### src/sdram_map_pkg.sv
package sdram_map_pkg;
    // host address and memory geometry
    localparam int          HOST_ADDR_W      = 27;   // byte address, 128 MB top
    localparam int          MEM_ADDR_W       = 13;   // pins 12..0
    localparam int          DATA_W           = 64;   // every bank is a full 64-bit word
    localparam int          BANK_MAX_SMALL   = 4;    // chip selects with 16 Mbit parts
    localparam int          BANK_MAX_LARGE   = 2;    // chip selects with 64/128 Mbit parts
    localparam int          TOTAL_MB         = 128;
    // host address bit positions
    localparam int          BA_LOW_BIT       = 11;
    localparam int          BA_HIGH_BIT      = 12;
    localparam int          BANK_SEL_LSB     = 25;   // external bank index, 16 Mbit
    localparam int          BANK_SEL_LSB_BIG = 27;   // 64/128 Mbit: one extra bit above
    // synchronous mode saves memory-clock cycles on the first beat of a burst
    localparam logic [3:0]  SYNC_SAVING      = 4'h4;
    localparam logic [3:0]  ASYNC_FIRST_LAT  = 4'h8;
    localparam logic [1:0]  CAS_LATENCY_TWO  = 2'h2;
    // reset values
    localparam logic [7:0]  MCLK_DIV_RST     = 8'h01;
    localparam logic [7:0]  GFX_SIZE_RST     = 8'h00;

    typedef enum logic [1:0] {
        DENS_16M_2B  = 2'h0,
        DENS_BIG_2B  = 2'h1,
        DENS_BIG_4B  = 2'h2
    } density_t;

    typedef enum logic [3:0] {
        ST_IDLE   = 4'h1,
        ST_ACT    = 4'h2,
        ST_WAIT   = 4'h4,
        ST_CMD    = 4'h8
    } phase_t;
endpackage : sdram_map_pkg

### src/sdram_bank_address_mapper.sv
`timescale 1ns/1ns
module sdram_bank_address_mapper #(
    parameter int GFX_UNIT_SHIFT = 20   // graphics size counted in 1 MB units
) (
    input  wire logic                                   clk,
    input  wire logic                                   nrst,
    input  wire logic                                   sync_strap,
    input  wire logic                                   core_ratio_two,
    input  wire sdram_map_pkg::density_t                density,
    input  wire logic [7:0]                             gfx_size_mb,
    input  wire logic [7:0]                             mclk_div,
    input  wire logic                                   req_valid,
    input  wire logic                                   req_gfx,
    input  wire logic                                   req_write,
    input  wire logic [sdram_map_pkg::HOST_ADDR_W-1:0]  req_addr,
    output logic                                        req_ready,
    output logic                                        done,
    output logic                                        mclk_en,
    output logic                                        core_clk_en,
    output logic [sdram_map_pkg::MEM_ADDR_W-1:0]        memory_address_pins,
    output logic                                        internal_bank_select_low,
    output logic                                        internal_bank_select_high,
    output logic                                        chip_select_bank_zero_n,
    output logic                                        chip_select_bank_one_n,
    output logic                                        chip_select_bank_two,
    output logic                                        chip_select_bank_three,
    output logic                                        cmd_activate_n,
    output logic                                        cmd_rw_n,
    output logic                                        cmd_write,
    output logic [1:0]                                  cas_latency_two,
    output logic [1:0]                                  max_banks
);
    import sdram_map_pkg::*;

    // strap and mode pins come from the board, so they are synchronised first
    logic     strap_m_q, strap_q;
    logic     ratio_m_q, ratio_q;
    always_ff @(posedge clk) begin
        if (!nrst) begin
            strap_m_q <= 1'b0;
            strap_q   <= 1'b0;
            ratio_m_q <= 1'b0;
            ratio_q   <= 1'b0;
        end else begin
            strap_m_q <= sync_strap;
            strap_q   <= strap_m_q;
            ratio_m_q <= core_ratio_two;
            ratio_q   <= ratio_m_q;
        end
    end

    // strap is latched once after reset; async mode may change rate live
    // wait two edges so the synchroniser holds the pin level, not its reset value
    logic       strap_taken_q;
    logic       sync_mode_q;
    logic [1:0] strap_cnt_q;
    logic [7:0] div_cnt_q, div_cnt_d, div_lim_q;
    always_ff @(posedge clk) begin
        if (!nrst) begin
            strap_taken_q <= 1'b0;
            sync_mode_q   <= 1'b0;
            strap_cnt_q   <= 2'h0;
        end else if (strap_cnt_q != 2'h2) begin
            strap_cnt_q <= strap_cnt_q + 2'h1;
        end else if (!strap_taken_q) begin
            strap_taken_q <= 1'b1;
            sync_mode_q   <= strap_q;
        end
    end

    // divider limit: sync locks to host rate, async follows mclk_div live
    wire  [7:0] div_lim_d  = sync_mode_q ? MCLK_DIV_RST :
                             (mclk_div == 8'h00 ? MCLK_DIV_RST : mclk_div);
    wire        div_wrap   = (div_cnt_q + 8'h01 >= div_lim_q);
    assign      div_cnt_d  = div_wrap ? 8'h00 : div_cnt_q + 8'h01;
    always_ff @(posedge clk) begin
        if (!nrst) begin
            div_cnt_q <= 8'h00;
            div_lim_q <= MCLK_DIV_RST;
        end else begin
            div_lim_q <= div_lim_d;
            div_cnt_q <= div_cnt_d;
        end
    end
    assign mclk_en = div_wrap;

    // core clock enable: every host cycle for x2, every other one for x1
    logic core_tog_q;
    always_ff @(posedge clk) begin
        if (!nrst)
            core_tog_q <= 1'b0;
        else
            core_tog_q <= ~core_tog_q;
    end
    assign core_clk_en = ratio_q | core_tog_q;

    // placement: graphics at bottom of bank 0, host memory directly above
    wire [HOST_ADDR_W-1:0] gfx_top   = HOST_ADDR_W'({gfx_size_mb} << GFX_UNIT_SHIFT);
    wire [HOST_ADDR_W-1:0] phys_addr = req_gfx ? req_addr
                                              : HOST_ADDR_W'(req_addr + gfx_top);
    // bank index above the device capacity; 64-bit words so A2..A0 dropped
    wire [1:0]  bank_small = phys_addr[BANK_SEL_LSB +: 2];
    wire        bank_big   = 1'b0;
    wire        big_part   = (density != DENS_16M_2B);

    // row and column fields per density
    logic [MEM_ADDR_W-1:0] row_f, col_f;
    logic                  ba_lo, ba_hi;
    always_comb begin
        ba_lo = phys_addr[BA_LOW_BIT];
        ba_hi = 1'b0;
        row_f = '0;
        col_f = '0;
        unique case (density)
            DENS_16M_2B: begin
                row_f = {2'b00, phys_addr[22:12]};
                col_f = {2'b00, 1'b0, phys_addr[24:23], phys_addr[10:3]};
            end
            DENS_BIG_2B: begin
                row_f = phys_addr[24:12];
                col_f = {3'b000, phys_addr[26:25], phys_addr[10:3]};
            end
            DENS_BIG_4B: begin
                ba_hi = phys_addr[BA_HIGH_BIT];
                row_f = {1'b0, phys_addr[24:13]};
                col_f = {1'b0, 2'b00, phys_addr[26:25], phys_addr[10:3]};
            end
            default: begin
                row_f = '0;
                col_f = '0;
            end
        endcase
    end

    // command phase machine, leaving idle on a request, then stepping on memory clock enables
    phase_t     st_q, st_d;
    logic [3:0] wait_q;
    logic [MEM_ADDR_W-1:0] row_q, col_q;
    logic       ba_lo_q, ba_hi_q, wr_q, big_q;
    logic [1:0] bank_q;
    wire  [3:0] first_lat = sync_mode_q ? ASYNC_FIRST_LAT - SYNC_SAVING
                                        : ASYNC_FIRST_LAT;
    always_comb begin
        st_d = st_q;
        unique case (st_q)
            ST_IDLE: if (req_valid) st_d = ST_ACT;
            ST_ACT:  if (mclk_en) st_d = ST_WAIT;
            ST_WAIT: if (mclk_en && wait_q == 4'h0) st_d = ST_CMD;
            ST_CMD:  if (mclk_en) st_d = ST_IDLE;
            default: st_d = ST_IDLE;
        endcase
    end
    assign req_ready = (st_q == ST_IDLE);

    // capture fields at request so bank select cannot move between phases
    always_ff @(posedge clk) begin
        if (!nrst) begin
            st_q    <= ST_IDLE;
            wait_q  <= 4'h0;
            row_q   <= '0;
            col_q   <= '0;
            ba_lo_q <= 1'b0;
            ba_hi_q <= 1'b0;
            wr_q    <= 1'b0;
            big_q   <= 1'b0;
            bank_q  <= 2'b00;
        end else begin
            st_q <= st_d;
            if (st_q == ST_IDLE && req_valid) begin
                row_q   <= row_f;
                col_q   <= col_f;
                ba_lo_q <= ba_lo;
                ba_hi_q <= ba_hi;
                wr_q    <= req_write;
                big_q   <= big_part;
                bank_q  <= big_part ? {1'b0, bank_big} : bank_small;
                wait_q  <= first_lat - 4'h2;
            end else if (st_q == ST_WAIT && mclk_en && wait_q != 4'h0) begin
                wait_q <= wait_q - 4'h1;
            end
        end
    end

    // pin drive: row with activate, column with read/write
    wire act_ph  = (st_q == ST_ACT);
    wire cmd_ph  = (st_q == ST_CMD);
    wire busy    = act_ph | cmd_ph;
    wire [MEM_ADDR_W-1:0] ma_sel = cmd_ph ? col_q : row_q;
    wire sel_hi_pin = (density == DENS_BIG_4B) ? ba_hi_q : ma_sel[12];
    always_ff @(posedge clk) begin
        if (!nrst) begin
            memory_address_pins       <= '0;
            internal_bank_select_low  <= 1'b0;
            internal_bank_select_high <= 1'b0;
            chip_select_bank_zero_n   <= 1'b1;
            chip_select_bank_one_n    <= 1'b1;
            chip_select_bank_two      <= 1'b1;
            chip_select_bank_three    <= 1'b1;
            cmd_activate_n            <= 1'b1;
            cmd_rw_n                  <= 1'b1;
            cmd_write                 <= 1'b0;
            done                      <= 1'b0;
        end else begin
            memory_address_pins       <= ma_sel;
            internal_bank_select_low  <= ba_lo_q;
            internal_bank_select_high <= ba_hi_q;
            chip_select_bank_zero_n   <= ~(busy && bank_q == 2'd0);
            chip_select_bank_one_n    <= ~(busy && bank_q == 2'd1);
            // upper selects become address/bank pins on large parts
            chip_select_bank_two   <= big_q ? ma_sel[11]
                                            : ~(busy && bank_q == 2'd2);
            chip_select_bank_three <= big_q ? sel_hi_pin
                                            : ~(busy && bank_q == 2'd3);
            cmd_activate_n <= ~(act_ph && mclk_en);
            cmd_rw_n       <= ~(cmd_ph && mclk_en);
            cmd_write      <= wr_q;
            done           <= cmd_ph && mclk_en;
        end
    end

    // mode register value and bank limit shown to the configuring software
    assign cas_latency_two = CAS_LATENCY_TWO;
    assign max_banks       = big_part ? 2'(BANK_MAX_LARGE - 1) : 2'(BANK_MAX_SMALL - 1);
endmodule : sdram_bank_address_mapper

### config.mk
export PLATFORM = sky130hd
export DESIGN_NAME = sdram_bank_address_mapper
export DESIGN_NICKNAME = d
export VERILOG_FILES = /design/src/sdram_map_pkg.sv /design/src/sdram_bank_address_mapper.sv
export SDC_FILE = /design/constraint.sdc
export NUM_CORES = 1
export LEC_CHECK = 0
export BUFFER_PORTS_ARGS = -buffer_cell sky130_fd_sc_hd__buf_2
export CORE_UTILIZATION = 48
export DETAILED_ROUTE_END_ITERATION = 12
export PLACE_DENSITY = 0.72
export SLEW_MARGIN = 25
export SYNTH_ARGS = -nofsm -noshare
export SYNTH_HDL_FRONTEND = slang
export SYNTH_SLANG_ARGS = --single-unit
### constraint.sdc
create_clock -name clk -period 3.5 [get_ports clk]
set_clock_uncertainty 0.15 [all_clocks]
set_input_delay 0.7 -clock clk [delete_from_list [all_inputs] [get_ports clk]]
set_output_delay 0.7 -clock clk [all_outputs]
set_load 0.1 [all_outputs]
==> results.py <==
metrics = {
    "setup_path": {
        "cp-start-kind": "register",
        "crit_arrival_ps": 2550,
        "critPathRequiredTime_ps": 2650,
        "crit_chain": "ha_4 > nand3_2 > nor2_2 > xor2_1 > ha_1 > a21o_1 > a221o_1 > a21oi_2 > inv_2 > buf_8",
        "endpoint_kind": "primary output",
        "crit_family": "compound AO/OA/AOI/OAI gates",
        "critical_path_buf_inv_count": 2,
        "reg2reg_slack_ps": 700,
        "worstSetupPathType": "register to primary output",
        "path_max_fanout": 5,
        "slowest_stage": "dfxtp_2",
        "max_stage_delay_ps": 390,
    },
    "cells_and_area": {
        "insertedDiodeCount": 0,
        "fin_cells": 595,
        "multi_input_area_mm2": 0.001892,
        "drive_gt1_share_pct": 22.78,
        "syn_to_final_growth_pct": 17.15,
        "fill_cells": 684,
        "layout.nets": 565,
        "regArea_mm2": 0.001704,
    },
    "logic_synthesis": {
        "yosysTopAreaCell": "dfxtp_1",
        "synth-main-ff-cell": "dfxtp_1",
        "yosysSeqAreaShare_pct": 45.20,
        "yosysUniqueCellTypes": 58,
        "synth_seq_cells": 85,
        "ys_top_cells_by_area": "dfxtp_1 45%, ha_1 7.0%, nand2_1 6.1%",
        "syn_area_mm2": 0.003765,
        "synth_edf_count": 0,
        "async_reset_ff_share_pct": 0,
        "synthesis.instances": 422,
        "avgSynthCellArea_um2": 8.921,
        "synth_top_cell_area_share_pct": 45.20,
        "synth_warnings": 0,
    },
    "timing": {
        "worst_slack_ps": 101.1,
        "setup_viol": 0,
        "worst_slew_margin_rel_pct": 59.19,
        "fin_crit_sh_pct": 97.11,
        "setup_tns_ps": 0,
        "worst_pin_slew_ps": 612.2,
        "fin_crit_ps": 3399,
        "slew_viol_final": 0,
        "finalHoldViolCount": 0,
        "fmax_mhz": 294.2,
    },
    "pwr": {
        "p_leak_nw": 1.935,
        "power.density_mw_per_mm2": 495.3,
        "peakVddDrop_mv": 0.1874,
    },
    "clocking": {
        "cts_hold_buf": 0,
        "clk_latency_ps": 350,
        "cts.sinks": 85,
        "path_clk_slew_ps": 90,
        "clockBufferDepth": 2,
        "htree_levels": 3,
        "cts_tree": "built",
        "tritoncts.num_buffers": 9,
        "clockRootBuffer": "clkbuf_8",
    },
    "global_route": {
        "grt_use_total_pct": 19.85,
        "grt_pass1_vias": 2897,
        "grt_antenna_before_repair": 0,
        "grt_pass1_wl_um": 13230,
        "grt_max_degree": 25,
        "grt-ovfl-total": 0,
    },
    "placed_design": {
        "dp_hpwl_um": 5755,
        "dp.cells": 578,
        "gp_congestion": 0.7864,
        "io_buffers": 74,
        "place_ws_ps": 214.8,
    },
    "flow_run": {
        "cap_violations": 0,
    },
    "min_path": {
        "hold_class": "register to register",
    },
    "die": {
        "die_w_um": 90.57,
        "core_area_mm2": 0.007408,
        "initial_utilization_pct": 50.82,
        "pin_count": 82,
        "fp.dieArea_mm2": 0.008202,
        "fp-row-count": 31,
        "die_height_um": 90.57,
    },
    "drt": {
        "wl_um": 7977,
        "dr.pass1.iters": 4,
        "drt_iter0_markers": 153,
        "drc_errors": 0,
        "vias": 3152,
        "viasPerCell": 5.297,
        "ant_nets": 0,
        "wire_per_inst_um": 13.41,
    },
    "run_status": {
        "status": "complete, no violations",
    },
}
## sequential cells by signal, indices dropped and copies added, names as in the netlist, 2 cells and up
register / flops
strap_cnt_q: 2
wait_q: 4
memory_address_pins: 13
bank_q: 2
row_q: 13
st_q: 4
div_lim_q: 8
col_q: 10
div_cnt_q: 8
## power by group
part	switching, mW	internal (mW)
combinational	0.314	0.161
clock	0.358	0.280
sequential	0.0415	1.03
## routing by layer
metal  part of all wire (%)  GRT usage (%)  vias up
li1                       -              -     1610
met2                     45          31.63       81
met3                    4.9          4.293       11
met5                      0              0        -
met4                    1.4          6.586        0
met1                     49          26.63     1450
## final cells by class
cell class                      count  share of cell area [%]
Multi-Input combinational cell    294                   42.89
Timing Repair Buffer               80                   9.645
Tap cell                           99                   2.809
Inverter                           21                   1.816
Sequential cell                    85                   38.64
Clock inverter                      6                   1.078
Clock buffer                       10                   3.121
## Yosys cell counts, types with 2 or more instances
master and n:
dfxtp_1 85, nand4b_1 2, or4_1 4, and2_1 15, nor2_1 24, nor4bb_1 2
nor4_1 2, o21ai_1 10, a21o_1 4, a311oi_1 2, nand2_1 61, nor3_1 7
ha_1 21, mux2_2 2, inv_1 19, a22o_1 8, conb_1 2, clkbuf_1 12
and3_1 12, o21ai_0 15, nand3_1 10, nor3b_1 2, buf_2 4, buf_4 5
xor2_1 7, nand2b_1 3, or2_2 2, a211oi_1 5, a32oi_1 2, a31oi_1 6
nor2b_1 3, o31ai_1 4, a21oi_1 20, xnor2_1 4, a22oi_1 12, or3_1 2
## kinds of logic (layout without fill, tap and decap cells)
family,Yosys count,after routing,share of synthesized area [%]
and+or+nand+nor,157,157,21.27
AOI/OAI and AO/OA,98,98,17.12
DFF,85,85,45.20
buffers and inverters,44,117,5.284
adders and majority gates,22,22,7.511
xor gates and xnor gates,11,11,2.559
muxes,3,3,0.8640
other,2,3,0.1995
## repair_timing
| action | CTS | global route |
|---|---|---|
| pin swaps | 1 | 2 |
| setup endpoints to repair | 1 | 1 |
| buffers inserted | 1 | 0 |
| gates resized for setup | 4 | 5 |
| endpoints found under the hold margin | 0 | 0 |
## path summary, 6_finish.rpt
kind	startpoint	endpoint	cells past startpoint
min	core_tog_q	core_tog_q	1
min reg2reg	core_tog_q	core_tog_q	1
max reg2reg	div_cnt_q[0]	st_q[3]	12
max	div_cnt_q[0]	mclk_en	10
## layout by cell type, fill, tap and decap left out, types with 4 or more instances in the layout
cell type,Yosys,final
clkbuf_8,0,10
a22o_1,8,8
a21o_1,4,4
and2_1,15,15
xnor2_1,4,4
o21ai_0,15,15
a211oi_1,5,5
clkinvlp_4,0,4
or4_1,4,4
inv_1,19,19
dfxtp_1,85,83
nand2_1,61,61
ha_1,21,20
buf_2,4,73
xor2_1,7,7
and3_1,12,12
nor2_1,24,23
nor3_1,7,7
o31ai_1,4,4
nand3_1,10,9
buf_4,5,6
a22oi_1,12,12
a21oi_1,20,19
a31oi_1,6,6
o21ai_1,10,10
## through the flow
stage / utilization (%) / hold slack (ps) / instance area [um2] / total power, mW
6_report: 59.53 / 256.3 / 4410 / 2.185
5_1_grt: 59.53 / 283.4 / 4410 / 2.292
4_1_cts: 59.25 / 260.6 / 4389 / 2.194
3_5_place_dp: 56.49 / 248.5 / 4185 / 1.552
3_3_place_gp: 56.49 / 242.3 / 4185 / 1.534
2_1_floorplan: - / 234.8 / 3769 / 1.441
No activity file was read; power rests on OpenSTA's default activity.
